`src/inc/roc_map.vh`:
```
// Register map, field positions, reset values and timing constants of the relay output conditioner.
`ifndef ROC_MAP_VH
`define ROC_MAP_VH

// ****************************************************************
// Register byte offsets
// ****************************************************************
`define ROC_OFS_CTRL     4'h0
`define ROC_OFS_ASSIGN   4'h4
`define ROC_OFS_HOLD     4'h8
`define ROC_OFS_STATUS   4'hC

// ****************************************************************
// Control register fields
// ****************************************************************
`define ROC_CTRL_INV_LSB    0
`define ROC_CTRL_INV_MSB    6
`define ROC_CTRL_LATCH      8
`define ROC_CTRL_OUTINV     9
`define ROC_CTRL_ACK_LSB    12
`define ROC_CTRL_ACK_MSB    14
`define ROC_CTRL_WMASK      32'h00007F7F
`define ROC_CTRL_RESET      32'h00000000

// ****************************************************************
// Assignment register: one enable per slot
// ****************************************************************
`define ROC_ASSIGN_RESET    7'h00

// ****************************************************************
// Hold time: register counts in units of 10 ms, 0..30000
// ****************************************************************
`define ROC_HOLD_MAX        15'h7530
`define ROC_HOLD_RESET      15'h0000
`define ROC_HOLD_UNIT_NS    10000000
`define ROC_CLK_PERIOD_NS   4
`define ROC_TICK_CYCLES     (`ROC_HOLD_UNIT_NS / `ROC_CLK_PERIOD_NS)

// ****************************************************************
// Status register fields
// ****************************************************************
`define ROC_ST_RAW          0
`define ROC_ST_LATCHED      1
`define ROC_ST_STATE        2
`define ROC_ST_DRIVE        3
`define ROC_ST_HOLDING      4

// AXI response codes.
`define ROC_RESP_OKAY       2'h0
`define ROC_RESP_SLVERR     2'h2

`endif

```
`src/hdl/roc_conditioner.v`:
```
// Relay output conditioner with an AXI4-Lite register slave.
`timescale 1ns/100ps
`include "roc_map.vh"
module roc_conditioner #(
    parameter TICK_CYCLES = `ROC_TICK_CYCLES
) (
    // Clock and reset
    input  wire        clk_sys,
    input  wire        resetn,
    // Protection signals and acknowledgement sources
    input  wire [6:0]  protSignal,
    input  wire [7:0]  ackSource,
    // Relay coil drive
    output reg         relayDrive,
    // AXI4-Lite write address
    input  wire [3:0]  s_axi_awaddr,
    input  wire        s_axi_awvalid,
    output wire        s_axi_awready,
    // AXI4-Lite write data
    input  wire [31:0] s_axi_wdata,
    input  wire [3:0]  s_axi_wstrb,
    input  wire        s_axi_wvalid,
    output wire        s_axi_wready,
    // AXI4-Lite write response
    output reg  [1:0]  s_axi_bresp,
    output reg         s_axi_bvalid,
    input  wire        s_axi_bready,
    // AXI4-Lite read address
    input  wire [3:0]  s_axi_araddr,
    input  wire        s_axi_arvalid,
    output wire        s_axi_arready,
    // AXI4-Lite read data
    output reg  [31:0] s_axi_rdata,
    output reg  [1:0]  s_axi_rresp,
    output reg         s_axi_rvalid,
    input  wire        s_axi_rready
);
    // ****************************************************************
    // Input synchronisers
    // ****************************************************************
    // Protection signals arrive from other logic of unknown timing, so both groups are resynchronised.
    reg [6:0]  protMeta;
    reg [6:0]  protSync;
    reg [7:0]  ackMeta;
    reg [7:0]  ackSync;

    always @(posedge clk_sys or negedge resetn) begin
        if (!resetn) begin
            protMeta <= 7'h00;
            protSync <= 7'h00;
            ackMeta  <= 8'h00;
            ackSync  <= 8'h00;
        end else begin
            protMeta <= protSignal;
            protSync <= protMeta;
            ackMeta  <= ackSource;
            ackSync  <= ackMeta;
        end
    end

    // ****************************************************************
    // Registers
    // ****************************************************************
    reg [31:0] ctrlReg;
    reg [6:0]  assignReg;
    reg [14:0] holdReg;

    // ****************************************************************
    // AXI4-Lite write path
    // ****************************************************************
    reg        awHeld;
    reg [3:0]  awAddr;
    reg        wHeld;
    reg [31:0] wData;
    reg [3:0]  wStrb;

    assign s_axi_awready = !awHeld && !s_axi_bvalid;
    assign s_axi_wready  = !wHeld && !s_axi_bvalid;

    wire        awFire  = s_axi_awvalid && s_axi_awready;
    wire        wFire   = s_axi_wvalid && s_axi_wready;
    wire        haveAw  = awHeld || awFire;
    wire        haveW   = wHeld || wFire;
    wire        doWrite = haveAw && haveW;
    wire [3:0]  wrAddr  = awHeld ? awAddr : s_axi_awaddr;
    wire [31:0] wrData  = wHeld ? wData : s_axi_wdata;
    wire [3:0]  wrStrb  = wHeld ? wStrb : s_axi_wstrb;

    reg  [31:0] byteMask;
    integer     b;
    always @* begin
        byteMask = 32'h00000000;
        for (b = 0; b < 4; b = b + 1) begin
            byteMask[b*8 +: 8] = {8{wrStrb[b]}};
        end
    end

    wire [31:0] ctrlNew   = (ctrlReg & ~byteMask) | (wrData & byteMask);
    wire [31:0] holdOld   = {17'h00000, holdReg};
    wire [31:0] holdNew   = (holdOld & ~byteMask) | (wrData & byteMask);
    wire [31:0] assignOld = {25'h0000000, assignReg};
    wire [31:0] assignNew = (assignOld & ~byteMask) | (wrData & byteMask);
    wire        wrMapped  = (wrAddr == `ROC_OFS_CTRL) || (wrAddr == `ROC_OFS_ASSIGN) ||
                            (wrAddr == `ROC_OFS_HOLD) || (wrAddr == `ROC_OFS_STATUS);

    always @(posedge clk_sys or negedge resetn) begin
        if (!resetn) begin
            awHeld       <= 1'b0;
            awAddr       <= 4'h0;
            wHeld        <= 1'b0;
            wData        <= 32'h00000000;
            wStrb        <= 4'h0;
            s_axi_bvalid <= 1'b0;
            s_axi_bresp  <= `ROC_RESP_OKAY;
            ctrlReg      <= `ROC_CTRL_RESET;
            assignReg    <= `ROC_ASSIGN_RESET;
            holdReg      <= `ROC_HOLD_RESET;
        end else begin
            if (s_axi_bvalid && s_axi_bready) begin
                s_axi_bvalid <= 1'b0;
            end
            if (doWrite) begin
                awHeld       <= 1'b0;
                wHeld        <= 1'b0;
                s_axi_bvalid <= 1'b1;
                s_axi_bresp  <= wrMapped ? `ROC_RESP_OKAY : `ROC_RESP_SLVERR;
                case (wrAddr)
                    `ROC_OFS_CTRL: begin
                        ctrlReg <= ctrlNew & `ROC_CTRL_WMASK;
                    end
                    `ROC_OFS_ASSIGN: begin
                        assignReg <= assignNew[6:0];
                    end
                    `ROC_OFS_HOLD: begin
                        // Values beyond 300 s saturate at the top of the range.
                        if (holdNew[31:0] > {17'h00000, `ROC_HOLD_MAX}) begin
                            holdReg <= `ROC_HOLD_MAX;
                        end else begin
                            holdReg <= holdNew[14:0];
                        end
                    end
                    default: begin
                    end
                endcase
            end else begin
                if (awFire) begin
                    awHeld <= 1'b1;
                    awAddr <= s_axi_awaddr;
                end
                if (wFire) begin
                    wHeld <= 1'b1;
                    wData <= s_axi_wdata;
                    wStrb <= s_axi_wstrb;
                end
            end
        end
    end

    // ****************************************************************
    // Conditioning path
    // ****************************************************************
    wire [6:0] slotInv  = ctrlReg[`ROC_CTRL_INV_MSB:`ROC_CTRL_INV_LSB];
    wire       latchOn  = ctrlReg[`ROC_CTRL_LATCH];
    wire       outInv   = ctrlReg[`ROC_CTRL_OUTINV];
    wire [2:0] ackSel   = ctrlReg[`ROC_CTRL_ACK_MSB:`ROC_CTRL_ACK_LSB];
    wire [6:0] slotTerm;

    genvar g;
    generate
        for (g = 0; g < 7; g = g + 1) begin : gSlot
            assign slotTerm[g] = assignReg[g] & (protSync[g] ^ slotInv[g]);
        end
    endgenerate

    wire rawReq   = |slotTerm;
    wire ackPulse = latchOn && ackSync[ackSel];

    reg  latched;
    reg  relayState;
    wire holding;
    wire wantState  = rawReq || latched;
    wire stateApply = (wantState != relayState) && !holding;

    always @(posedge clk_sys or negedge resetn) begin
        if (!resetn) begin
            latched    <= 1'b0;
            relayState <= 1'b0;
            relayDrive <= 1'b0;
        end else begin
            // Acknowledge wins over a new pick-up in the same cycle, whether or not the request has gone.
            if (!latchOn || ackPulse) begin
                latched <= 1'b0;
            end else if (relayState) begin
                latched <= 1'b1;
            end
            if (stateApply) begin
                relayState <= wantState;
            end
            relayDrive <= (stateApply ? wantState : relayState) ^ outInv;
        end
    end

    roc_hold_timer #(
        .TICK_CYCLES (TICK_CYCLES)
    ) uHold (
        .clk_sys   (clk_sys),
        .resetn    (resetn),
        .restart   (stateApply),
        .holdTicks (holdReg),
        .holding   (holding)
    );

    // ****************************************************************
    // AXI4-Lite read path
    // ****************************************************************
    assign s_axi_arready = !s_axi_rvalid;

    reg [31:0] rdValue;
    reg        rdMapped;
    always @* begin
        rdMapped = 1'b1;
        case (s_axi_araddr)
            `ROC_OFS_CTRL: begin
                rdValue = ctrlReg;
            end
            `ROC_OFS_ASSIGN: begin
                rdValue = {25'h0000000, assignReg};
            end
            `ROC_OFS_HOLD: begin
                rdValue = {17'h00000, holdReg};
            end
            `ROC_OFS_STATUS: begin
                rdValue = {27'h0000000, holding, relayDrive, relayState, latched, rawReq};
            end
            default: begin
                rdValue  = 32'h00000000;
                rdMapped = 1'b0;
            end
        endcase
    end

    always @(posedge clk_sys or negedge resetn) begin
        if (!resetn) begin
            s_axi_rvalid <= 1'b0;
            s_axi_rdata  <= 32'h00000000;
            s_axi_rresp  <= `ROC_RESP_OKAY;
        end else if (s_axi_arvalid && s_axi_arready) begin
            s_axi_rvalid <= 1'b1;
            s_axi_rdata  <= rdValue;
            s_axi_rresp  <= rdMapped ? `ROC_RESP_OKAY : `ROC_RESP_SLVERR;
        end else if (s_axi_rvalid && s_axi_rready) begin
            s_axi_rvalid <= 1'b0;
        end
    end
endmodule

```
`src/hdl/roc_hold_timer.v`:
```
// Minimum hold timer: counts 10 ms ticks after each output state change.
`timescale 1ns/100ps
`include "roc_map.vh"
module roc_hold_timer #(
    parameter TICK_CYCLES = `ROC_TICK_CYCLES
) (
    // Clock and reset
    input  wire        clk_sys,
    input  wire        resetn,
    // Control
    input  wire        restart,
    input  wire [14:0] holdTicks,
    // Status
    output reg         holding
);
    reg [31:0] preCount;
    reg [14:0] tickCount;

    // A restart with zero hold never raises holding, so a zero setting adds no delay.
    always @(posedge clk_sys or negedge resetn) begin
        if (!resetn) begin
            preCount  <= 32'h00000000;
            tickCount <= 15'h0000;
            holding   <= 1'b0;
        end else if (restart) begin
            preCount  <= 32'h00000000;
            tickCount <= 15'h0000;
            holding   <= (holdTicks != 15'h0000);
        end else if (holding) begin
            if (preCount == TICK_CYCLES - 1) begin
                preCount  <= 32'h00000000;
                tickCount <= tickCount + 15'h0001;
                if (tickCount + 15'h0001 >= holdTicks) begin
                    holding <= 1'b0;
                end
            end else begin
                preCount <= preCount + 32'h00000001;
            end
        end
    end
endmodule

```
`config.mk`:
```
export PLATFORM = sky130hd
export DESIGN_NAME = roc_conditioner
export DESIGN_NICKNAME = d
export VERILOG_FILES = /design/src/hdl/roc_conditioner.v /design/src/hdl/roc_hold_timer.v
export VERILOG_INCLUDE_DIRS = /design/src /design/src/inc
export SDC_FILE = /design/constraint.sdc
export NUM_CORES = 1
export LEC_CHECK = 0
export ABC_AREA = 1
export ABC_CLOCK_PERIOD_IN_PS = 3100
export BUFFER_PORTS_ARGS = -buffer_cell sky130_fd_sc_hd__buf_2
export CORE_ASPECT_RATIO = 0.6
export CORE_UTILIZATION = 55
export CTS_CLUSTER_SIZE = 30
export DETAILED_ROUTE_END_ITERATION = 8
export GPL_TIMING_DRIVEN = 0
export PLACE_DENSITY = 0.74
export SYNTH_ARGS = -nofsm -noshare
export SYNTH_HDL_FRONTEND = slang
export SYNTH_SLANG_ARGS = --single-unit
```
`constraint.sdc`:
```
create_clock -name clk_sys -period 3.1 [get_ports clk_sys]
set_input_delay 0.93 -clock clk_sys [delete_from_list [all_inputs] [get_ports clk_sys]]
set_output_delay 0.93 -clock clk_sys [all_outputs]
set_load 0.01 [all_outputs]
```
== Yosys cells after proc, flatten, opt, wreduce, memory -nomap -nowiden ==
Index checks and enable logic that the tools add are counted.

* Register bits after elaboration: 197
* Input bits: 66
* Output and inout port bits: 42
* Word-level logic and storage cells: 132

* Add/subtract/negate cells: 2
* $lt $le $gt $ge: 3
* Eq/ne operators: 8
* Mux-type cells: 31
* Bitwise operators: 24
* Reduce and logical (&&, ||, !) cells: 41

{| class="wikitable"
|+ Operator list
! cell !! count
|-
| $mux 32 || 4
|-
| $mux 15 || 4
|-
| $pmux 15 s4 || 1
|-
| $add 32x1->32 const B || 1
|-
| $and 15x32->32 || 1
|-
| $and 32x32->32 || 1
|-
| $eq 32x22->1 const B || 1
|-
| $gt 32x15->1 const B || 1
|-
| $not 32->32 || 1
|-
| $or 32x32->32 || 1
|-
| $mux 1 || 17
|-
| $eq 4x4->1 const B || 4
|-
| $add 15x1->15 const B || 1
|-
| $and 15x15->15 || 1
|-
| $ge 15x15->1 || 1
|-
| $or 15x15->15 || 1
|-
| $reduce_bool 15->1 || 1
|-
| $reduce_bool 2->1 || 7
|-
| $reduce_and 2->1 || 6
|-
| $logic_and 1x1->1 || 10
|-
| $eq 4x3->1 const B || 2
|-
| $logic_not 4->1 || 2
|-
| $mux 4 || 2
|-
| $xor 1x1->1 || 8
|-
| 12 further kinds || 30
|}

== Depth between registers and ports, before layout ==
* Depth in word-level cells: 8
* Gate-level depth with buffers: 16
* Depth with buffers taken out: 15

== Hierarchy ==
Synthesis repeated with hierarchy kept, for this count alone.

* Cell total of the unflattened synthesis: 1224
* Area, all modules: 9695.5 µm²

{| class="wikitable"
|+ Modules (own cells, without submodules)
! module !! instances !! cells each !! area an instance (µm²) !! seq. area each (µm²)
|-
| roc_conditioner || 1 || 702 || 6000.8 || 3253.1
|-
| roc_hold_timer || 1 || 522 || 3694.8 || 1201.2
|}

== Worst setup path before layout ==
OpenSTA, ideal clock, no wires.

* Path kind: reg2reg
* Start point: reg uHold.tickCount[0]
* End point: reg uHold.holding
* Library setup time: 0.117 ns
* Data arrival time: 2.148 ns
* Required time: 2.983 ns
* Setup slack: 0.835 ns
* Stages on the path, launching flop included: 15
* Path buffers: 0
* Clock period less this slack: 2.265 ns
* Path through: dfrtp_1 -> ha_1 -> nand2_1 -> nor2_1 -> nand4_1 -> inv_1 -> nand3_1 -> xor2_1 -> ha_1 -> nand3_1 -> nor4_1 -> nand3b_1 -> nand2_1 -> nand2_1 -> nand2_1

* Longest elaborated chain between the ends: 6

{| class="wikitable"
|+ RTL lines
! item !! line !! RTL
|-
| start, declared || roc_hold_timer.v:17 || <nowiki>reg [14:0] tickCount;</nowiki>
|-
| start signal, assigned || roc_hold_timer.v:32 || <nowiki>tickCount <= tickCount + 15'h0001;</nowiki>
|-
| $add 15x1->15 || roc_hold_timer.v:33 || <nowiki>if (tickCount + 15'h0001 >= holdTicks) begin</nowiki>
|-
| $ge 15x15->1 || roc_hold_timer.v:33 ||
|-
| $mux 1 || roc_hold_timer.v:33 ||
|-
| $mux 1 || roc_hold_timer.v:30 || <nowiki>if (preCount == TICK_CYCLES - 1) begin</nowiki>
|-
| $mux 1 || roc_hold_timer.v:29 || <nowiki>end else if (holding) begin</nowiki>
|-
| $mux 1 || roc_hold_timer.v:25 || <nowiki>end else if (restart) begin</nowiki>
|-
| end signal, assigned || roc_hold_timer.v:28 || <nowiki>holding <= (holdTicks != 15'h0000);</nowiki>
|-
| end, declared || roc_hold_timer.v:14 || <nowiki>output reg holding</nowiki>
|}

Every way passes these cells.
A chain may end at the register's enable or synchronous reset.

== Worst setup path in the final report ==
Same ends and word-level chain as after synthesis.

==> impl_results.md <==
- Final Slew Violations: 0
- DRT iter0 DRCs: 937
- First-pass GRT wire length: 42900 um
- Arrival time worst endpoint: 3.14 ns
- RSZ-0062 raised after global routing: no
- Startpoint class of the critical path: flop
- Comb power frac: 32.0%
- CP cell instances: ha_1 > nand2_1 > nor2_1 > nand4_1 > inv_1 > nand3_1 > xor2_1 > ha_1 > a21oi_1 > o21ai_0 > a21oi_1 > nand3b_1 > nand2_1 > nand2_1 > nand2_1
- Ports: 108
- Input/output buffers: 88
- Final #Nets: 1454
- Worst path most repeated cell: nand2_1
- Register area: 4450 um^2
- Via density: 5.47
- CTS tree: built
- Compound-gate portion of the synthesized area: 7.50%
- Die ar.: 18100 um^2
- Largest stage delay on the critical path: 0.41 ns
- Top cells by area, synth: dfrtp_1 (46%), nand2_1 (14%), nand3_1 (5.8%), inv_1 (5.5%), nor2_1 (4.2%)
- Setup crit end: uHold.holding$_DFF_PN0_
- Crit path max-delay family: simple AND/OR/NAND/NOR gates
- Dpl cells: 1586
- Total gr overflow: 0
- Share of cells above drive strength 1: 14.8%
- Max Root-Sink Buffers: 2
- Synth Cell Area: 9650 um^2
- Synth Flop Type: dfrtp_1
- Vias: 8856
- Seq/Total Area, Yosys: 46.2%
- Core area: 17100 um^2
- WL per Instance: 16.8 um
- Switch share: 37.5%
- Clk network pwr share: 28.2%
- Pwr dens: 742 nW/um^2
- Actual slew at the worst max-slew pin: 0.945 ns
- DRC: 0
- Drt total wl: 27200 um
- Async set-reset flop share out of synthesis: 100%
- #FFs+latches synth: 178
- Post-synthesis xor/xnor area fraction: 3.00%
- Tcrit/Tclk final: 90.4%
- Layout Cells excl Fill: 1618
- Slew HR: 36.5%
- Total GRT Usage: 31.4%
- GP Congestion: 0.990
- Final Power: 8.25 mW
- Area of the multi-input gates: 4380 um^2
- Warnings, synthesis: 0
- Post-synthesis simple-gate area fraction: 29.9%
- CP endpoint kind: flop
- Largest family of logic cells by synthesized area: simple AND/OR/NAND/NOR gates
- Hold_buf cts: 0
- Post-DP HPWL: 20600 um
- Crit. path cell count: 15
- Final min period: 2.80 ns
- Antenna violations before repair: 0
- Switching power: 3.10 mW
- Worst Clk Skew: 0.00737 ns
- Htree depth: 4
- Hold Startpoint: ackMeta[6]$_DFF_PN0_
- Worst hold path type: reg -> reg
- Top cell type's share of synthesized area: 46.2%
- DIE HEIGHT: 105 um
- Setup-failing EPs final: 0
- Root buffer cell: clkbuf_16
- CP max stage cell: dfrtp_1
- Post-route cell area: 11100 um^2
- CP required: 3.43 ns
- Post-Synth Adder-Cell Area: 2.20%
- Pint: 5.15 mW
- Number of setup buffers added after CTS: 0
- Clk pin slew, worst setup/hold paths: 0.06 ns
- CP bufs+invs: 1
- FMAX: 357 MHz
- Worst Setup Path Type: reg -> reg
- Num rows: 37
- Seq pwr share: 39.8%
- Reg2Reg Depth: 15
- Area grow syn2layout: 15.2%
- Initial Util: 56.3%
- MaxCap Viol Count: 0
- CTS Buf Count: 17
- Peak supply drop: 0.462 mV
- PostCTS Resize Cnt: 0
- Worst r2r src: uHold.tickCount[0]$_DFFE_PN0P_
- Fin. Hold Viols: 0
- DRT Pass-1 Iters: 5
- Syn Area/Cell: 7.75 um^2
- R2R Setup Slk: 0.30 ns
- Sink Count: 178
- Die width: 173 um
- Largest net degree at the start of global routing: 122
- Clock latency on the worst-skew pair: 0.45 ns
- Dominant cell type by area after synthesis: dfrtp_1
- Ant. Diodes: 0
- Unique masters post-synth: 42
- Post-synth EDFFs: 0
- DP Area: 10500 um^2
- Crit path max fanout: 4
- Post-route ant nets: 0
- Fillers: 1503
- RR Endpoint: uHold.holding$_DFF_PN0_
- Leakage Power: 5.68 nW
- Vias in the first global route: 7934
- Multiplexer share of the synthesized area: 1.97%
- Synth Instances: 1245
- Status: finished clean
- CP startpoint: uHold.tickCount[0]$_DFFE_PN0P_
[worst register-to-register path, cell delays in order (launching register included)]
cell	delay [ns]
dfrtp_1	0.41
ha_1	0.20
nand2_1	0.07
nor2_1	0.27
nand4_1	0.23
inv_1	0.13
nand3_1	0.08
xor2_1	0.18
ha_1	0.30
a21oi_1	0.06
o21ai_0	0.32
a21oi_1	0.09
nand3b_1	0.14
nand2_1	0.06
nand2_1	0.10
nand2_1	0.06
[placed cells by master, fill, tap and decap left out, types with 3 or more instances in the layout]
master,Yosys,final
buf_4,19,19
nand2_2,6,6
nand2_4,3,3
o2111ai_1,5,5
xor2_1,31,31
ha_1,17,17
dfrtp_1,178,178
buf_2,15,102
o22ai_1,7,7
nor3_1,33,32
a21oi_1,18,18
conb_1,1,19
inv_1,142,142
a221oi_1,3,3
bufinv_16,0,4
mux2_2,16,16
o21ai_1,18,18
o21ai_0,66,66
clkbuf_1,17,19
a21oi_2,7,7
or2_2,3,3
inv_2,4,4
nand4_1,31,31
clkbuf_16,0,17
nor2_1,107,107
nor2_2,3,3
nor3_2,2,3
nand2_1,348,348
nand3_1,112,112
buf_6,4,4
nand3b_1,9,9
nor4_1,6,6
[synthesized netlist by cell type (all sizes together) (2+ instances only)]
cell type  instances
a21oi             25
a221oi             3
buf               38
clkbuf            17
clkinv             2
dfrtp            178
ha                17
inv              147
mux2              16
nand2            357
nand3            112
nand3b             9
nand4             31
nor2             111
nor3              35
nor4               6
o2111ai            5
o21ai             85
o22ai              7
or2                4
xnor2              2
xor2              31
[through the flow]
stage,setup TNS [ns],hold WS (ns),worst slack [ns],utilization [%]
after floorplan,0,0.331,0.835,-
after global placement,-314.38,0.332,-1.79,61.0
after detailed placement,0,0.335,0.282,61.2
after CTS,0,0.349,0.298,64.9
after global routing,0,0.357,0.0633,64.9
final,0,0.348,0.298,64.9
[metal layers]
layer	GRT usage, %	routed length, um	up-vias
met5	4.17	101	-
met4	7.65	303	2
met3	13.1	3480	27
met2	37.4	9610	437
met1	50.1	13700	4144
li1	-	-	4246
[worst min path at each step]
| stage | end | slack (ns) | depth (start not counted) |
|---|---|---|---|
| finish | ackSync[6]$_DFF_PN0_ | 0.35 | 0 |
| global route | ackSync[6]$_DFF_PN0_ | 0.36 | 0 |
| CTS | ackSync[6]$_DFF_PN0_ | 0.35 | 0 |
| global placement | ackSync[5]$_DFF_PN0_ | 0.33 | 0 |
| floorplan | ackSync[0]$_DFF_PN0_ | 0.33 | 0 |
| detailed placement | ackSync[6]$_DFF_PN0_ | 0.33 | 0 |
[power by group through the flow]
stage | clock [mW] | sequential [mW] | combinational (mW)
final | 2.32 | 3.29 | 2.64
after global routing | 2.43 | 3.36 | 2.93
after CTS | 2.35 | 3.27 | 2.58
after detailed placement | 0 | 3.30 | 2.56
after global placement | 0 | 3.29 | 2.49
after floorplan | 0 | 3.21 | 1.82
[cells by family (layout without fill, tap and decap cells)]
| group | after synthesis | in the layout |
|---|---|---|
| compound gates | 129 | 129 |
| flops | 178 | 178 |
| mux | 17 | 17 |
| other cells | 1 | 19 |
| buf+inv | 204 | 325 |
| simple gates | 666 | 666 |
| fa+ha+maj | 17 | 17 |
| xor+xnor | 33 | 33 |
[area by class of cell]
type / instances / share of cell area [%]
flip-flops and latches: 178 / 40.1
multi-input cells: 881 / 39.4
inverters: 149 / 5.05
repair buffers: 89 / 4.30
clock buffers: 20 / 4.02
plain buffers: 55 / 2.94
well taps: 234 / 2.63
clock inverters: 12 / 1.62
No activity file was read; power rests on OpenSTA's default activity.
